==> config.mk <==
export PLATFORM = sky130hd
export DESIGN_NAME = bdsup_top
export DESIGN_NICKNAME = d
export VERILOG_FILES = /design/src/logic/bdsup_pkg.sv /design/src/logic/bdsup_top.sv /design/src/logic/bdsup_timer.sv /design/src/logic/bdsup_cmon.sv
export SDC_FILE = /design/constraint.sdc
export NUM_CORES = 1
export LEC_CHECK = 0
export ABC_CLOCK_PERIOD_IN_PS = 2760
export CAP_MARGIN = 0
export CORE_ASPECT_RATIO = 0.6
export CORE_MARGIN = 3
export CORE_UTILIZATION = 60
export CTS_BUF_LIST = sky130_fd_sc_hd__clkbuf_8
export DETAILED_ROUTE_END_ITERATION = 16
export DONT_BUFFER_PORTS = 1
export GPL_TIMING_DRIVEN = 0
export PLACE_DENSITY_LB_ADDON = 0.2
export SYNTH_ARGS = -nofsm -noshare
export SYNTH_HDL_FRONTEND = slang
export SYNTH_SLANG_ARGS = --single-unit
==> constraint.sdc <==
create_clock -name mclk -period 2.76 [get_ports mclk]
set_input_delay 0.414 -clock mclk [delete_from_list [all_inputs] [get_ports mclk]]
set_output_delay 0.414 -clock mclk [all_outputs]
set_load 0.005 [all_outputs]
==> src/logic/bdsup_pkg.sv <==
package bdsup_pkg;
  // register bus geometry
  localparam int unsigned ADDR_W = 8;
  localparam int unsigned DATA_W = 32;

  // register offsets (byte addresses, one word each)
  localparam logic [7:0] OFF_OSC_CTRL  = 8'h00;
  localparam logic [7:0] OFF_TMR_EN    = 8'h04;
  localparam logic [7:0] OFF_TMR0_TO   = 8'h08;
  localparam logic [7:0] OFF_TMR1_TO   = 8'h0C;
  localparam logic [7:0] OFF_SW_CTRL   = 8'h10;
  localparam logic [7:0] OFF_SW_LOCK   = 8'h14;
  localparam logic [7:0] OFF_CMON_CTRL = 8'h18;
  localparam logic [7:0] OFF_CMON_LOCK = 8'h1C;
  localparam logic [7:0] OFF_TAMP_EN   = 8'h20;
  localparam logic [7:0] OFF_TAMP_LOCK = 8'h24;
  localparam logic [7:0] OFF_STATUS    = 8'h28;
  localparam logic [7:0] OFF_TMR_CMD   = 8'h2C;

  // oscillator/bandgap control field positions
  localparam int unsigned BIT_FRO_EN  = 0;
  localparam int unsigned BIT_BG_EN   = 1;
  localparam int unsigned BIT_XO_EN   = 2;

  // timer command word: bit 0 enable/disable, bits 2:1 timer id mask
  localparam int unsigned BIT_CMD_EN  = 0;
  localparam int unsigned BIT_CMD_ID0 = 1;

  // supply switch fields: bit 0 active sel, bit 1 low power sel
  localparam int unsigned BIT_SW_ACT  = 0;
  localparam int unsigned BIT_SW_LP   = 1;
  localparam int unsigned BIT_SW_CUR  = 2;

  // clock monitor fields
  localparam int unsigned BIT_CM_EN   = 0;
  localparam int unsigned BIT_CM_DIV  = 1;
  localparam int unsigned BIT_CM_FRQ  = 2;

  // tamper enable bits
  localparam int unsigned BIT_TP_VOLT = 0;
  localparam int unsigned BIT_TP_TEMP = 1;

  // status word layout
  localparam int unsigned BIT_ST_POR    = 0;
  localparam int unsigned BIT_ST_WAKE   = 1;
  localparam int unsigned BIT_ST_TMR0   = 2;
  localparam int unsigned BIT_ST_TMR1   = 3;
  localparam int unsigned BIT_ST_CMON   = 4;
  localparam int unsigned BIT_ST_TAMP   = 5;
  localparam int unsigned BIT_ST_LDORDY = 6;
  localparam int unsigned BIT_ST_XORDY  = 7;
  localparam int unsigned BIT_ST_IRQ0   = 8;
  localparam int unsigned ST_W          = 12;
  // flags software may not clear: regulator, crystal, four irq detects
  localparam logic [11:0] ST_NOCLR_MASK = 12'hFC0;

  // reset values
  localparam logic [2:0]  RST_OSC     = 3'h0;
  localparam logic [1:0]  RST_TMR_EN  = 2'h0;
  localparam logic [1:0]  RST_TMR0_TO = 2'h0;
  localparam logic [15:0] RST_TMR1_TO = 16'h0000;
  localparam logic [1:0]  RST_SW      = 2'h0;
  localparam logic [3:0]  RST_CMON    = 4'h0;
  localparam logic [1:0]  RST_TAMP    = 2'h0;

  // supply selection encoding
  localparam logic SUP_BATTERY = 1'b0;
  localparam logic SUP_SYSTEM  = 1'b1;

  // timing of the 16 kHz tick seen from mclk
  localparam int unsigned OSC16K_HZ  = 16000;
  localparam int unsigned MCLK_HZ    = 100000000;
  localparam int unsigned TICK_CYC   = MCLK_HZ / OSC16K_HZ;
  localparam int unsigned SEC_TICKS  = OSC16K_HZ;
  localparam int unsigned XO_HZ      = 32768;
  localparam int unsigned CM_1K_DIV  = 32;
  localparam int unsigned CM_64_DIV  = 512;
endpackage

==> src/logic/bdsup_top.sv <==
// Notes on behaviour
// [RULE1] timers enabled or disabled by id mask
// [RULE2] timer command refused while 16k oscillator off
// [RULE3] timer command refused while bandgap off
// [RULE4] timeout written only while its timer disabled
// [RULE5] second timer timeout is 0..65535 seconds
// [RULE6] active-mode supply switch: battery or system
// [RULE7] current active supply readable
// [RULE8] low-power system selection forces system supply
// [RULE9] switch lock blocks switch register writes
// [RULE10] switch lock readable and clearable
// [RULE11] oscillators stable before clock monitor setup
// [RULE12] monitor divide selects 1kHz or 64Hz
// [RULE13] monitor threshold 2, 4, 6 or 8
// [RULE14] monitor lock blocks enable changes
// [RULE15] oscillator and bandgap on before tamper
// [RULE16] tamper sources masked, mask readable
// [RULE17] tamper lock blocks tamper writes
// [RULE18] all status flags in one word
// [RULE19] mask clear, six flags excluded
// [RULE20] voltage and temperature tamper separately enabled
// [RULE21] timers run only with bandgap, 16k clock
// [RULE22] reset clears locks and settings
module bdsup_top
  import bdsup_pkg::*;
(
  input  wire logic                        mclk,
  input  wire logic                        rst_n,
  input  wire logic [bdsup_pkg::ADDR_W-1:0] addr,
  input  wire logic [bdsup_pkg::DATA_W-1:0] wdata,
  input  wire logic                        wr,
  input  wire logic                        rd,
  output      logic [bdsup_pkg::DATA_W-1:0] rdata,
  input  wire logic                        fro_tick,
  input  wire logic                        xo_tick,
  input  wire logic                        xo_stable,
  input  wire logic                        ldo_ready,
  input  wire logic [3:0]                  irq_detect,
  input  wire logic                        wake_event,
  input  wire logic                        volt_event,
  input  wire logic                        temp_event,
  output      logic                        supply_sel,
  output      logic                        fro_en,
  output      logic                        bg_en,
  output      logic                        xo_en,
  output      logic [1:0]                  tamper_en,
  output      logic                        timer_run0,
  output      logic                        timer_run1
);
  // register state
  logic [2:0]      osc_q, osc_d;        // fro, bandgap, crystal enables
  logic [1:0]      ten_q, ten_d;        // timer enables
  logic [1:0]      to0_q, to0_d;        // timer 0 period code
  logic [15:0]     to1_q, to1_d;        // timer 1 seconds
  logic [1:0]      sw_q, sw_d;          // active, low power selection
  logic            swl_q, swl_d;        // switch lock
  logic [3:0]      cm_q, cm_d;          // monitor en, div, thresh
  logic            cml_q, cml_d;        // monitor lock
  logic [1:0]      tp_q, tp_d;          // tamper enables
  logic            tpl_q, tpl_d;        // tamper lock
  logic [ST_W-1:0] st_q, st_d;          // sticky flags
  logic            cur_q, cur_d;        // effective active supply
  logic [DATA_W-1:0] rd_q, rd_d;
  logic            por_q;               // power-on flag seed
  logic            exp0, exp1, cm_fault;
  logic [1:0]      run;
  // event pulses and level-following status inputs
  logic [ST_W-1:0] st_set, st_live;

  // timer 0 period code 0..3 maps to 1,2,4,8 s
  logic [15:0] to0_s;
  assign to0_s = 16'h1 << to0_q;

  // [RULE21] bandgap gating of the timers
  assign run = ten_q & {2{osc_q[BIT_BG_EN] & osc_q[BIT_FRO_EN]}};

  bdsup_timer #(.TO_W(16)) u_tmr0 (
    .mclk      (mclk),
    .rst_n     (rst_n),
    .run       (run[0]),
    .tick      (fro_tick),
    .timeout_s (to0_s - 16'h1),
    .expire    (exp0)
  );

  // [RULE5] full 16-bit seconds range
  bdsup_timer #(.TO_W(16)) u_tmr1 (
    .mclk      (mclk),
    .rst_n     (rst_n),
    .run       (run[1]),
    .tick      (fro_tick),
    .timeout_s (to1_q),
    .expire    (exp1)
  );

  // [RULE12] [RULE13] monitor rate and threshold
  bdsup_cmon u_cmon (
    .mclk       (mclk),
    .rst_n      (rst_n),
    .en         (cm_q[BIT_CM_EN]),
    .div_64hz   (cm_q[BIT_CM_DIV]),
    .thresh_sel (cm_q[BIT_CM_FRQ+1:BIT_CM_FRQ]),
    .xo_tick    (xo_tick),
    .fro_tick   (fro_tick),
    .fault      (cm_fault)
  );

  // event sources feeding the sticky status
  always_comb
  begin
    st_set = '0;
    st_set[BIT_ST_POR]  = por_q;
    st_set[BIT_ST_WAKE] = wake_event;
    st_set[BIT_ST_TMR0] = exp0;
    st_set[BIT_ST_TMR1] = exp1;
    st_set[BIT_ST_CMON] = cm_fault;
    // [RULE20] each tamper source only counts when enabled
    st_set[BIT_ST_TAMP] = (volt_event & tp_q[BIT_TP_VOLT])
                        | (temp_event & tp_q[BIT_TP_TEMP]);
    // live flags follow their sources, never cleared by software
    st_live = '0;
    st_live[BIT_ST_LDORDY] = ldo_ready;
    st_live[BIT_ST_XORDY]  = xo_stable;
    st_live[BIT_ST_IRQ0+3:BIT_ST_IRQ0] = irq_detect;
  end

  // register writes and status update
  always_comb
  begin
    osc_d = osc_q;
    ten_d = ten_q;
    to0_d = to0_q;
    to1_d = to1_q;
    sw_d  = sw_q;
    swl_d = swl_q;
    cm_d  = cm_q;
    cml_d = cml_q;
    tp_d  = tp_q;
    tpl_d = tpl_q;
    st_d  = st_q & ~ST_NOCLR_MASK;
    if (wr)
    begin
      case (addr)
        OFF_OSC_CTRL:  osc_d = wdata[2:0];
        OFF_TMR_CMD:
        begin
          // [RULE2] [RULE3] refused unless both running
          if (osc_q[BIT_FRO_EN] && osc_q[BIT_BG_EN])
          begin
            // [RULE1] id mask acts on several timers at once
            if (wdata[BIT_CMD_EN])
              ten_d = ten_q | wdata[BIT_CMD_ID0+1:BIT_CMD_ID0];
            else
              ten_d = ten_q & ~wdata[BIT_CMD_ID0+1:BIT_CMD_ID0];
          end
        end
        // [RULE4] timeout only while that timer is off
        OFF_TMR0_TO:   if (!ten_q[0]) to0_d = wdata[1:0];
        OFF_TMR1_TO:   if (!ten_q[1]) to1_d = wdata[15:0];
        // [RULE9] supply selection frozen under lock
        OFF_SW_CTRL:   if (!swl_q) sw_d = wdata[1:0];
        // [RULE10] lock set by 1, cleared by 0
        OFF_SW_LOCK:   swl_d = wdata[0];
        OFF_CMON_CTRL:
        begin
          // [RULE14] enable bit kept while locked
          cm_d = wdata[3:0];
          if (cml_q)
            cm_d[BIT_CM_EN] = cm_q[BIT_CM_EN];
        end
        OFF_CMON_LOCK: cml_d = wdata[0];
        // [RULE16] [RULE17] tamper mask write unless locked
        OFF_TAMP_EN:   if (!tpl_q) tp_d = wdata[1:0];
        OFF_TAMP_LOCK: tpl_d = wdata[0];
        // [RULE19] masked clear of clearable flags only
        OFF_STATUS:
          st_d = st_q & ~(wdata[ST_W-1:0] & ~ST_NOCLR_MASK);
        default: ;
      endcase
    end
    // set wins over a clear in the same cycle
    st_d = st_d | st_set;
  end

  // [RULE6] [RULE8] effective active-mode supply
  assign cur_d = (sw_q[BIT_SW_LP] == SUP_SYSTEM) ? SUP_SYSTEM
                                                 : sw_q[BIT_SW_ACT];

  // read mux, data appear in the cycle after the strobe
  always_comb
  begin
    // idle cycles and unmapped words read zero
    rd_d = '0;
    if (rd)
    begin
      case (addr)
        OFF_OSC_CTRL:  rd_d[2:0]  = osc_q;
        OFF_TMR_EN:    rd_d[1:0]  = ten_q;
        OFF_TMR0_TO:   rd_d[1:0]  = to0_q;
        OFF_TMR1_TO:   rd_d[15:0] = to1_q;
        // [RULE7] current supply read back in bit 2
        OFF_SW_CTRL:   rd_d[2:0]  = {cur_q, sw_q};
        OFF_SW_LOCK:   rd_d[0]    = swl_q;
        OFF_CMON_CTRL: rd_d[3:0]  = cm_q;
        OFF_CMON_LOCK: rd_d[0]    = cml_q;
        OFF_TAMP_EN:   rd_d[1:0]  = tp_q;
        OFF_TAMP_LOCK: rd_d[0]    = tpl_q;
        // [RULE18] every flag in one word
        OFF_STATUS:    rd_d[ST_W-1:0] = st_q | st_live;
        default:       ;
      endcase
    end
  end

  // [RULE22] reset clears locks and settings
  always_ff @(posedge mclk or negedge rst_n)
  begin
    if (!rst_n)
    begin
      osc_q <= RST_OSC;
      ten_q <= RST_TMR_EN;
      to0_q <= RST_TMR0_TO;
      to1_q <= RST_TMR1_TO;
      sw_q  <= RST_SW;
      swl_q <= 1'b0;
      cm_q  <= RST_CMON;
      cml_q <= 1'b0;
      tp_q  <= RST_TAMP;
      tpl_q <= 1'b0;
      st_q  <= '0;
      cur_q <= SUP_BATTERY;
      rd_q  <= '0;
      por_q <= 1'b1;
    end
    else
    begin
      osc_q <= osc_d;
      ten_q <= ten_d;
      to0_q <= to0_d;
      to1_q <= to1_d;
      sw_q  <= sw_d;
      swl_q <= swl_d;
      cm_q  <= cm_d;
      cml_q <= cml_d;
      tp_q  <= tp_d;
      tpl_q <= tpl_d;
      st_q  <= st_d;
      cur_q <= cur_d;
      rd_q  <= rd_d;
      por_q <= 1'b0;
    end
  end

  // outputs straight from flip-flops
  assign rdata      = rd_q;
  assign supply_sel = cur_q;
  assign fro_en     = osc_q[BIT_FRO_EN];
  assign bg_en      = osc_q[BIT_BG_EN];
  assign xo_en      = osc_q[BIT_XO_EN];
  assign tamper_en  = tp_q;
  assign timer_run0 = ten_q[0];
  assign timer_run1 = ten_q[1];
endmodule

==> src/logic/bdsup_timer.sv <==
// one bandgap wake timer: counts 16 kHz ticks up to a timeout in seconds
module bdsup_timer
  import bdsup_pkg::*;
#(
  parameter int unsigned TO_W = 16
)(
  input  wire logic            mclk,
  input  wire logic            rst_n,
  input  wire logic            run,
  input  wire logic            tick,
  input  wire logic [TO_W-1:0] timeout_s,
  output      logic            expire
);
  // elaboration check: the seconds counter holds at most 16 bits
  if (TO_W < 1 || TO_W > 16)
  begin : g_bad_width
    $error("bdsup_timer: TO_W out of range");
  end

  logic [13:0]     sub_q;   // ticks inside one second
  logic [13:0]     sub_d;
  logic [TO_W-1:0] sec_q;   // whole seconds elapsed
  logic [TO_W-1:0] sec_d;
  logic            exp_q;
  logic            exp_d;

  // count while running; a stopped timer forgets its progress
  always_comb
  begin
    sub_d = sub_q;
    sec_d = sec_q;
    exp_d = 1'b0;
    if (!run)
    begin
      sub_d = '0;
      sec_d = '0;
    end
    else if (tick)
    begin
      if (sub_q == 14'(SEC_TICKS - 1))
      begin
        sub_d = '0;
        if (sec_q >= timeout_s)
        begin
          // zero timeout still fires once per second, never stalls
          exp_d = 1'b1;
          sec_d = '0;
        end
        else
          sec_d = sec_q + 1'b1;
      end
      else
        sub_d = sub_q + 1'b1;
    end
  end

  // state registers
  always_ff @(posedge mclk or negedge rst_n)
  begin
    if (!rst_n)
    begin
      sub_q <= '0;
      sec_q <= '0;
      exp_q <= 1'b0;
    end
    else
    begin
      sub_q <= sub_d;
      sec_q <= sec_d;
      exp_q <= exp_d;
    end
  end

  assign expire = exp_q;
endmodule

==> src/logic/bdsup_cmon.sv <==
// clock monitor: checks each divided crystal window for a 16k tick, flags fault
module bdsup_cmon
  import bdsup_pkg::*;
(
  input  wire logic       mclk,
  input  wire logic       rst_n,
  input  wire logic       en,
  input  wire logic       div_64hz,
  input  wire logic [1:0] thresh_sel,
  input  wire logic       xo_tick,
  input  wire logic       fro_tick,
  output      logic       fault
);
  logic [9:0] div_q;    // crystal divider
  logic [9:0] div_d;
  logic [3:0] miss_q;   // windows with no 16k activity
  logic [3:0] miss_d;
  logic       seen_q;   // 16k tick seen in current window
  logic       seen_d;
  logic       flt_q;
  logic       flt_d;
  logic [9:0] div_end;
  logic [3:0] limit;

  // threshold 2,4,6,8 windows
  always_comb
  begin
    div_end = div_64hz ? 10'(CM_64_DIV - 1) : 10'(CM_1K_DIV - 1);
    limit   = {thresh_sel, 1'b0} + 4'h2;
    div_d   = div_q;
    miss_d  = miss_q;
    seen_d  = seen_q | fro_tick;
    flt_d   = 1'b0;
    if (!en)
    begin
      div_d  = '0;
      miss_d = '0;
      seen_d = 1'b0;
    end
    else if (xo_tick)
    begin
      if (div_q >= div_end)
      begin
        div_d  = '0;
        seen_d = fro_tick;
        if (seen_q)
          miss_d = '0;
        else if (miss_q + 4'h1 >= limit)
        begin
          flt_d  = 1'b1;
          miss_d = '0;
        end
        else
          miss_d = miss_q + 4'h1;
      end
      else
        div_d = div_q + 1'b1;
    end
  end

  // state registers
  always_ff @(posedge mclk or negedge rst_n)
  begin
    if (!rst_n)
    begin
      div_q  <= '0;
      miss_q <= '0;
      seen_q <= 1'b0;
      flt_q  <= 1'b0;
    end
    else
    begin
      div_q  <= div_d;
      miss_q <= miss_d;
      seen_q <= seen_d;
      flt_q  <= flt_d;
    end
  end

  assign fault = flt_q;
endmodule

After elaboration in Yosys (flattened, before gate mapping)
Index checks and enable logic that the tools add are counted.
Word-level totals
  register bits after elaboration: 142
  bits of input ports: 55
Cells by class
  add/sub/neg operators: 8
  order comparisons: 4
  equal/unequal tests: 19
  shift operators: 1
  multiplexer cells: 50
  bitwise operators: 18
  reductions and logical operators: 16
Operator list (number)
  16-bit 2-to-1 mux: 9
  14-bit 2-to-1 mux: 6
  16-bit by 1-bit adder with 16-bit output, second input constant: 2
  8-bit by 5-bit equality test with 1-bit output, second input constant: 4
  8-bit by 6-bit equality test with 1-bit output, second input constant: 4
  16-bit >= comparator: 2
  10-bit 2-to-1 mux: 3
  14-bit by 1-bit adder with 14-bit output, second input constant: 2
  14-bit equality test, second input constant: 2
  12-bit 2-to-1 mux: 2
  4-bit 2-to-1 mux: 6
  3-bit AND reduction: 6
  1-bit 2-to-1 mux: 17
  8-bit by 4-bit equality test with 1-bit output, second input constant: 2
  8-bit one-hot mux with 2 select lines: 1
  2-bit AND reduction: 8
  1-bit by 2-bit << shifter with 16-bit output, first input constant: 1
  16-bit by 1-bit subtractor with 16-bit output, second input constant: 1
  12-bit bitwise AND: 1
  6-bit inverter with 12-bit output: 1
  12-bit OR: 1
  12-bit by 6-bit OR with 12-bit output: 1
  1-bit one-hot mux with 11 select lines: 1
  10-bit by 1-bit adder with 10-bit output, second input constant: 1
  20 further kinds: 32

Longest topological paths before layout
Gate-level depths: netlist of the first run.
  depth in word-level cells: 7
  gate-level depth with buffers: 9

Modules after synthesis
From an unflattened synthesis of the first run, not the netlist that was laid out.
Unflattened totals
  cell total of the unflattened synthesis: 757
  area total of the unflattened synthesis: 7723.7 µm²
Modules (own cells, without submodules)
  bdsup_timer: instances 2, cells an instance 219, area an instance 2003.2 µm², sequential area each 775.7 µm²
  bdsup_top: instances 1, cells an instance 216, area an instance 2722.6 µm², sequential area each 1452.6 µm²
  bdsup_cmon: instances 1, cells an instance 103, area an instance 994.7 µm², sequential area each 400.4 µm²

Least setup slack after synthesis of the first run
No wires, ideal clock.
  path type: register to register
  from: reg to0_q[1]
  to: reg u_tmr0.sec_q[11]
  arrival time: 2000 ps
  data required time: 2688 ps
  path slack: 688 ps
  cell stages (with the launch flop): 9
  path buffers: 0
  clock period less this slack: 2072 ps
  cell sequence: dfrtp_1 > or2_2 > ha_1 > nand2b_1 > a21o_1 > a21o_1 > a211oi_2 > nor2_2 > nor2_1
Between the ends
  cells in the longest elaborated chain, start to end: 7
Ends and longest elaborated chain
  from (decl): RTL line bdsup_top.sv:53  | logic [1:0] to0_q, to0_d;
  from (signal assigned): RTL line bdsup_top.sv:239  | to0_q <= to0_d;
  1-bit by 2-bit << shifter with 16-bit output: RTL line bdsup_top.sv:72  | assign to0_s = 16'h1 << to0_q;
  16-bit by 1-bit subtractor with 16-bit output: RTL line bdsup_top.sv:82  | .timeout_s (to0_s - 16'h1),
  16-bit >= comparator: RTL line bdsup_timer.sv:43  | if (sec_q >= timeout_s)
  16-bit 2-to-1 mux: RTL line bdsup_timer.sv:43
  16-bit 2-to-1 mux: RTL line bdsup_timer.sv:40  | if (sub_q == 14'(SEC_TICKS - 1))
  16-bit 2-to-1 mux: RTL line bdsup_timer.sv:38  | else if (tick)
  16-bit 2-to-1 mux: RTL line bdsup_timer.sv:33  | if (!run)
  to (signal assigned): RTL line bdsup_timer.sv:63  | sec_q <= '0;
  to (signal assigned): RTL line bdsup_timer.sv:69  | sec_q <= sec_d;
  to (decl): RTL line bdsup_timer.sv:22  | logic [TO_W-1:0] sec_q;
No other way between the ends. The select of a mux whose other input is x is not followed.
A chain may end at the register's enable or synchronous reset.

Worst setup path after layout of the first run
  from: reg to0_q[1]
  to: reg u_tmr0.sec_q[10]
The elaborated chain is that of the path after synthesis.

==> impl_metrics.ini, run 1 <==
[sta]
hold_violations = 136
finalSetupTns_ns = 0
period_needed_ns = 2.35
skew_ns = 0.0190
finalCritPeriodShare = 0.852
tightest_slew_ns = 0.840
final_max_slew_viol_count = 0
relSlewSlack = 0.435
fmax_mhz = 425
rsz0062_at_grt = no
fin_hold_ws_ns = -0.337
finalSetupViolations = 0

[drt]
viasPerCell = 5.99
drt-total-wl_mm = 16.2
postRouteAntennaNets = 0
wl_per_cell_um = 17.5
vias = 5543
dr.pass1.iters = 7
post-route-drc-count = 0
drt_iter0_drc = 493

[logic_synthesis]
ys.flop_type = dfrtp_1
synthXorXnorAreaFrac = 0.0372
ys_seq_elements = 136
syn_avg_cell_area_um2 = 10.2
synth.distinct_cells = 75
yosysWarnings = 0
synth_compound_area_frac = 0.115
synthCells = 718
synth_mux_area_frac = 0.0633
ys_async_sr_fraction = 1.00
netlist_area_um2 = 7290
seq_area_frac_synth = 0.467
synth_edf_count = 0
synth_top_family_by_area = simple AND/OR/NAND/NOR gates
synthAdderAreaFrac = 0.0583
yosys.area_share.simple = 0.210

[cts]
numClockSinks = 136
ctsResizeCount = 0
worstSkewPairLatency_ns = 0.44
path_clk_slew_ns = 0.08
clockBufferDepth = 2
cts_root_buf = clkbuf_8
post_cts_buffers = 0
htreeDepth = 4
numCtsBuffers = 17
cts_tree = built

[place]
dp_hpwl_mm = 12.0
port_buffers = 0
dp.cells = 894
globalplace.congestion = 0.928

[global_routing]
antenna_found_initial = 0
grt_usage = 0.250
grt_pass1_vias = 5455
grt_max_degree = 137
grt-ovfl-total = 0
grt_pass1_wl_mm = 27.0

[finish]
finalNonFillerCells = 926
antenna_cells = 0
area_growth_pct = 8.91
layout.nets = 842
fillers = 844
regArea_um2 = 3400
multi_input_area_um2 = 3600
drive_above_1_share = 0.158

[outcome]
status = finished with violations
violations = negative hold slack

[floorplan]
start_util = 0.631
boundaryPins = 95
rows = 30
dieArea_um2 = 13600
design.core.area_um2 = 11600
die_width_um = 148
dieHeight_um = 91.4

[pwr]
pwr-share-comb = 0.047
power.internal_w = 0.00291
ir_drop_mv = 0.322
p_leak_nw = 3.64
switchingPower_w = 0.000917
swShare = 0.240
p_seq_frac = 0.536
power_frac_clock = 0.417
power_density_nw_per_um2 = 482

[critical_path]
arrival_ns = 2.71
worstPathMaxFanout = 8
cp_data_required_time_ns = 3.12
crit_path_end_kind = register
cp-start-kind = register
crit_type = register to register
r2r_slack_ns = 0.41

[worst_hold_path]
hold_path.class = primary input to async pin

[job]
drv_cap = 0
-- metrics by stage --
stage | instance area [um^2] | power, W | worst slack (ns) | utilization
floorplan | 7350 | 0.00222 | 0.688 | -
global placement | 7550 | 0.00226 | 0.540 | 0.653
detailed placement | 7550 | 0.00226 | 0.444 | 0.653
CTS | 7940 | 0.00385 | 0.431 | 0.687
global route | 7940 | 0.00398 | 0.265 | 0.687
finish | 7940 | 0.00383 | 0.409 | 0.687
-- power by group through the flow --
stage	logic, W	registers, W	clock network (W)
floorplan	0.000142	0.00208	0
global placement	0.000167	0.00209	0
detailed placement	0.000173	0.00209	0
CTS	0.000175	0.00205	0.00163
global route	0.000199	0.00205	0.00172
finish	0.000178	0.00205	0.00160
-- final timing paths --
| path | startpoint | endpoint | cells past startpoint |
|---|---|---|---|
| min | rst_n | u_cmon.div_q[4] | 0 |
| min reg2reg | u_tmr0.expire | st_q[2] | 1 |
| max | to0_q[1] | u_tmr0.sec_q[10] | 8 |
| max reg2reg | to0_q[1] | u_tmr0.sec_q[10] | 8 |
| min in group mclk | wake_event | st_q[1] | 1 |
| max in group asynchronous | rst_n | u_tmr0.sub_q[9] | 0 |
-- area by class of cell --
class                      count  area share
inverter                      35      0.0165
buffer                        32      0.0276
clock buffer                  17      0.0295
tap                          160      0.0252
multi-input combinational    531       0.453
clock inverter                15      0.0195
sequential                   136       0.429
-- cells in the final DEF, fill, tap and decap left out, drive strengths merged, types with 25 or more instances in the layout --
master,instances
ha,34
buf,25
dfrtp,135
a21oi,26
mux2,35
o21ai,26
nand3,30
nor2,77
inv,37
nand2,65
-- layer usage --
metal / routed length (um) / GRT usage / up-vias
met1: 7540 / 0.370 / 2711
li1: - / - / 2597
met2: 6960 / 0.359 / 214
met5: 0 / 0 / -
met4: 255 / 0.0884 / 0
met3: 1470 / 0.0613 / 21
-- worst max-delay path: stages, from the launching register on --
cell and delay, ns:
dfrtp_1 0.40, or2_2 0.31, ha_1 0.26, nand2b_1 0.14, a21o_1 0.17, a21o_1 0.21
a211oi_2 0.48, nor2_2 0.17, nor2_1 0.14
-- cells by family after synthesis --
family / count (synthesis)
adder cells (fa/ha/maj): 34
flip-flops: 136
multiplexers: 38
buffers and inverters: 67
XOR/XNOR: 31
AO/OA/AOI/OAI: 120
AND/OR/NAND/NOR: 290
other: 2
-- Yosys cell counts (4+ instances only) --
master | number | area share
nand2b_1 | 4 | 0.0034
nor2b_1 | 14 | 0.012
buf_6 | 4 | 0.0062
buf_2 | 4 | 0.0027
buf_4 | 17 | 0.018
a31oi_1 | 4 | 0.0034
xor2_1 | 18 | 0.022
and4_1 | 5 | 0.0060
a22o_1 | 4 | 0.0048
a21oi_1 | 23 | 0.016
and2_1 | 4 | 0.0034
inv_1 | 35 | 0.018
nor2_1 | 73 | 0.038
a21o_1 | 14 | 0.014
a22oi_1 | 11 | 0.011
mux2_2 | 25 | 0.039
dfrtp_1 | 135 | 0.46
nand2_1 | 64 | 0.033
nand3_1 | 28 | 0.019
mux2_4 | 10 | 0.021
o21ai_0 | 22 | 0.015
xnor2_1 | 13 | 0.016
and3_1 | 23 | 0.020
nand4_1 | 16 | 0.014
ha_1 | 34 | 0.058
clkbuf_1 | 7 | 0.0036
or3_1 | 6 | 0.0051
nor4_1 | 7 | 0.0060
nor3_1 | 13 | 0.0089
-- flip-flops by register name (all words and copies together) (netlist names), 2 cells and up --
register	count
to1_q	16
rdata	16
osc_q	3
u_tmr0.sec_q	16
st_q	6
u_tmr0.sub_q	14
sw_q	2
tamper_en	2
u_tmr1.sec_q	16
ten_q	2
u_cmon.div_q	10
cm_q	4
u_cmon.miss_q	4
u_tmr1.sub_q	14
to0_q	2
Power figures use the tool's default switching activity.
==> run 2, diff against run 1 <==
--- a/config.mk
+++ b/config.mk
@@ -5,7 +5,7 @@
 export SDC_FILE = /design/constraint.sdc
 export NUM_CORES = 1
 export LEC_CHECK = 0
-export ABC_CLOCK_PERIOD_IN_PS = 2760
+export ABC_CLOCK_PERIOD_IN_PS = 2000
 export CAP_MARGIN = 0
 export CORE_ASPECT_RATIO = 0.6
 export CORE_MARGIN = 3
==> constraint.sdc (replaced) <==
create_clock -name mclk -period 2 [get_ports mclk]
set_input_delay 0.3 -clock mclk [delete_from_list [all_inputs] [get_ports mclk]]
set_output_delay 0.3 -clock mclk [all_outputs]
set_load 0.005 [all_outputs]
==> run 2 against run 1 <==
The run ends with negative hold slack, negative setup slack left. Hold slack worse by 0.11 ns. Routed wire length up 18%. Sequential share of layout area fell by 4.1 points. Critical path depth grew 1. Sequential cell count stayed put. Critical path type unchanged. Die area stayed put. Critical endpoint is now u_tmr1.sec_q[3].
==> impl_metrics.ini, run 2 (synthesis results as in run 1) <==
[drt]
viasPerCell = 6.13
vias = 5994
postRouteAntennaNets = 0
post-route-drc-count = 0
drt_iter0_drc = 548
wl_per_cell_um = 19.6
drt-total-wl_mm = 19.2
dr.pass1.iters = 6

[pwr]
p_total_w = 0.00607
p_leak_nw = 4.00
power_density_nw_per_um2 = 691
ir_drop_mv = 0.448

[sta]
tightest_slew_ns = 0.899
worst_slack_ns = -0.262
skew_ns = 0.0138
fmax_mhz = 442
period_needed_ns = 2.26
fin_hold_ws_ns = -0.449
relSlewSlack = 0.395
finalCritPeriodShare = 1.13
hold_violations = 136
finalSetupViolations = 22
rsz0062_at_grt = yes
final_max_slew_viol_count = 0

[global_routing]
grt_usage = 0.276
grt_max_degree = 137
antenna_found_initial = 0
grt_pass1_wl_mm = 29.6
grt_pass1_vias = 5725
grt-ovfl-total = 0

[cts]
hold_buffers = 18
htreeDepth = 4
cts_tree = built
numClockSinks = 136
clockBufferDepth = 2
cts_root_buf = clkbuf_8
worstSkewPairLatency_ns = 0.44
numCtsBuffers = 17
path_clk_slew_ns = 0.08

[place]
port_buffers = 0
globalplace.congestion = 0.913
dp_hpwl_mm = 12.2

[finish]
layout.nets = 894
area_growth_pct = 20.4
mostFrequentLayoutCell = dfrtp_1
drive_above_1_share = 0.243
fin_util = 0.760
antenna_cells = 0
final_cell_mix = 132 x dfrtp_1, 70 x nor2_1, 60 x nand2_1
fillers = 728

[floorplan]
boundaryPins = 95
start_util = 0.631
rows = 30
dieHeight_um = 91.4
dieArea_um2 = 13600
die_width_um = 148
design.core.area_um2 = 11600

[job]
drv_cap = 0

[outcome]
status = finished with violations
violations = negative hold slack, negative setup slack

[critical_path]
crit_type = register to register
cp-start-kind = register
crit_path_end_kind = register
worstPathMaxFanout = 8
cp_data_required_time_ns = 2.33
timing.rr.end = u_tmr1.sec_q[3]
rr_startpoint = to1_q[10]
arrival_ns = 2.59
r2r_slack_ns = -0.26
r2r_cells = 9

[worst_hold_path]
hold_path.class = primary input to async pin
[run 2: through the flow]
stage          setup TNS, ns  setup slack [ns]  instance area (um^2)  hold WS (ns)  instances
2_1_floorplan     -0.0000915        -0.0000915                  7360       0.00441        734
3_3_place_gp           -3.94            -0.258                  7560       0.00789        894
3_5_place_dp           -5.28            -0.272                  7560       0.00884        894
4_1_cts               -0.489            -0.121                  8480        -0.471        961
5_1_grt                -4.74            -0.339                  8780        -0.484        978
6_report               -2.22            -0.262                  8780        -0.449        978
[run 2: how the worst max path moves through the flow]
stage | startpoint | slack, ns | to
floorplan | to0_q[1] | -0.00009 | u_tmr0.sec_q[11]
global placement | to1_q[15] | -0.26 | u_tmr1.sec_q[13]
detailed placement | u_tmr1.sec_q[11] | -0.27 | u_tmr1.sec_q[6]
CTS | to1_q[15] | -0.12 | u_tmr1.sec_q[3]
global route | to1_q[10] | -0.34 | u_tmr1.sec_q[3]
finish | to1_q[10] | -0.26 | u_tmr1.sec_q[3]
[run 2: layout make-up]
class	instances	area (um^2)	area share
multi-input combinational	533	3890	0.443
sequential	136	3410	0.388
timing repair buffer	51	428	0.0487
clock buffer	21	289	0.0329
buffer	31	220	0.0251
clock inverter	11	216	0.0247
tap	160	200	0.0228
inverter	35	131	0.0150
[run 2: what timing repair did]
action | CTS | global route
gates resized for setup | 21 | 41
setup endpoints to repair | 37 | 49
pin swaps | 28 | 33
setup buffers | 16 | 17
endpoints found under the hold margin | 160 | 136
cloned | 1 | 1
[run 2: per-layer routing]
metal | vias up | GRT usage | wire (um)
met1 | 2926 | 0.385 | 8230
met5 | - | 0 | 0
met3 | 52 | 0.0698 | 1780
li1 | 2710 | - | -
met2 | 306 | 0.418 | 8660
met4 | 0 | 0.101 | 486
[run 2: critical path, cell delays in order (launching register included)]
cell and delay, ns:
dfrtp_1 0.42, inv_2 0.06, ha_4 0.26, nand4_1 0.20, nor3_2 0.29, o2111ai_2 0.19
and4_1 0.23, buf_6 0.14, a21o_1 0.17, a22o_1 0.18
[run 2: power by group]
group	leakage [nW]	internal, W	total [W]	switching, W
logic	1.87	0.000183	0.000374	0.000191
registers	1.87	0.00279	0.00283	0.0000410
clock network	0.256	0.00175	0.00286	0.00111
total	4.00	0.00472	0.00607	0.00134
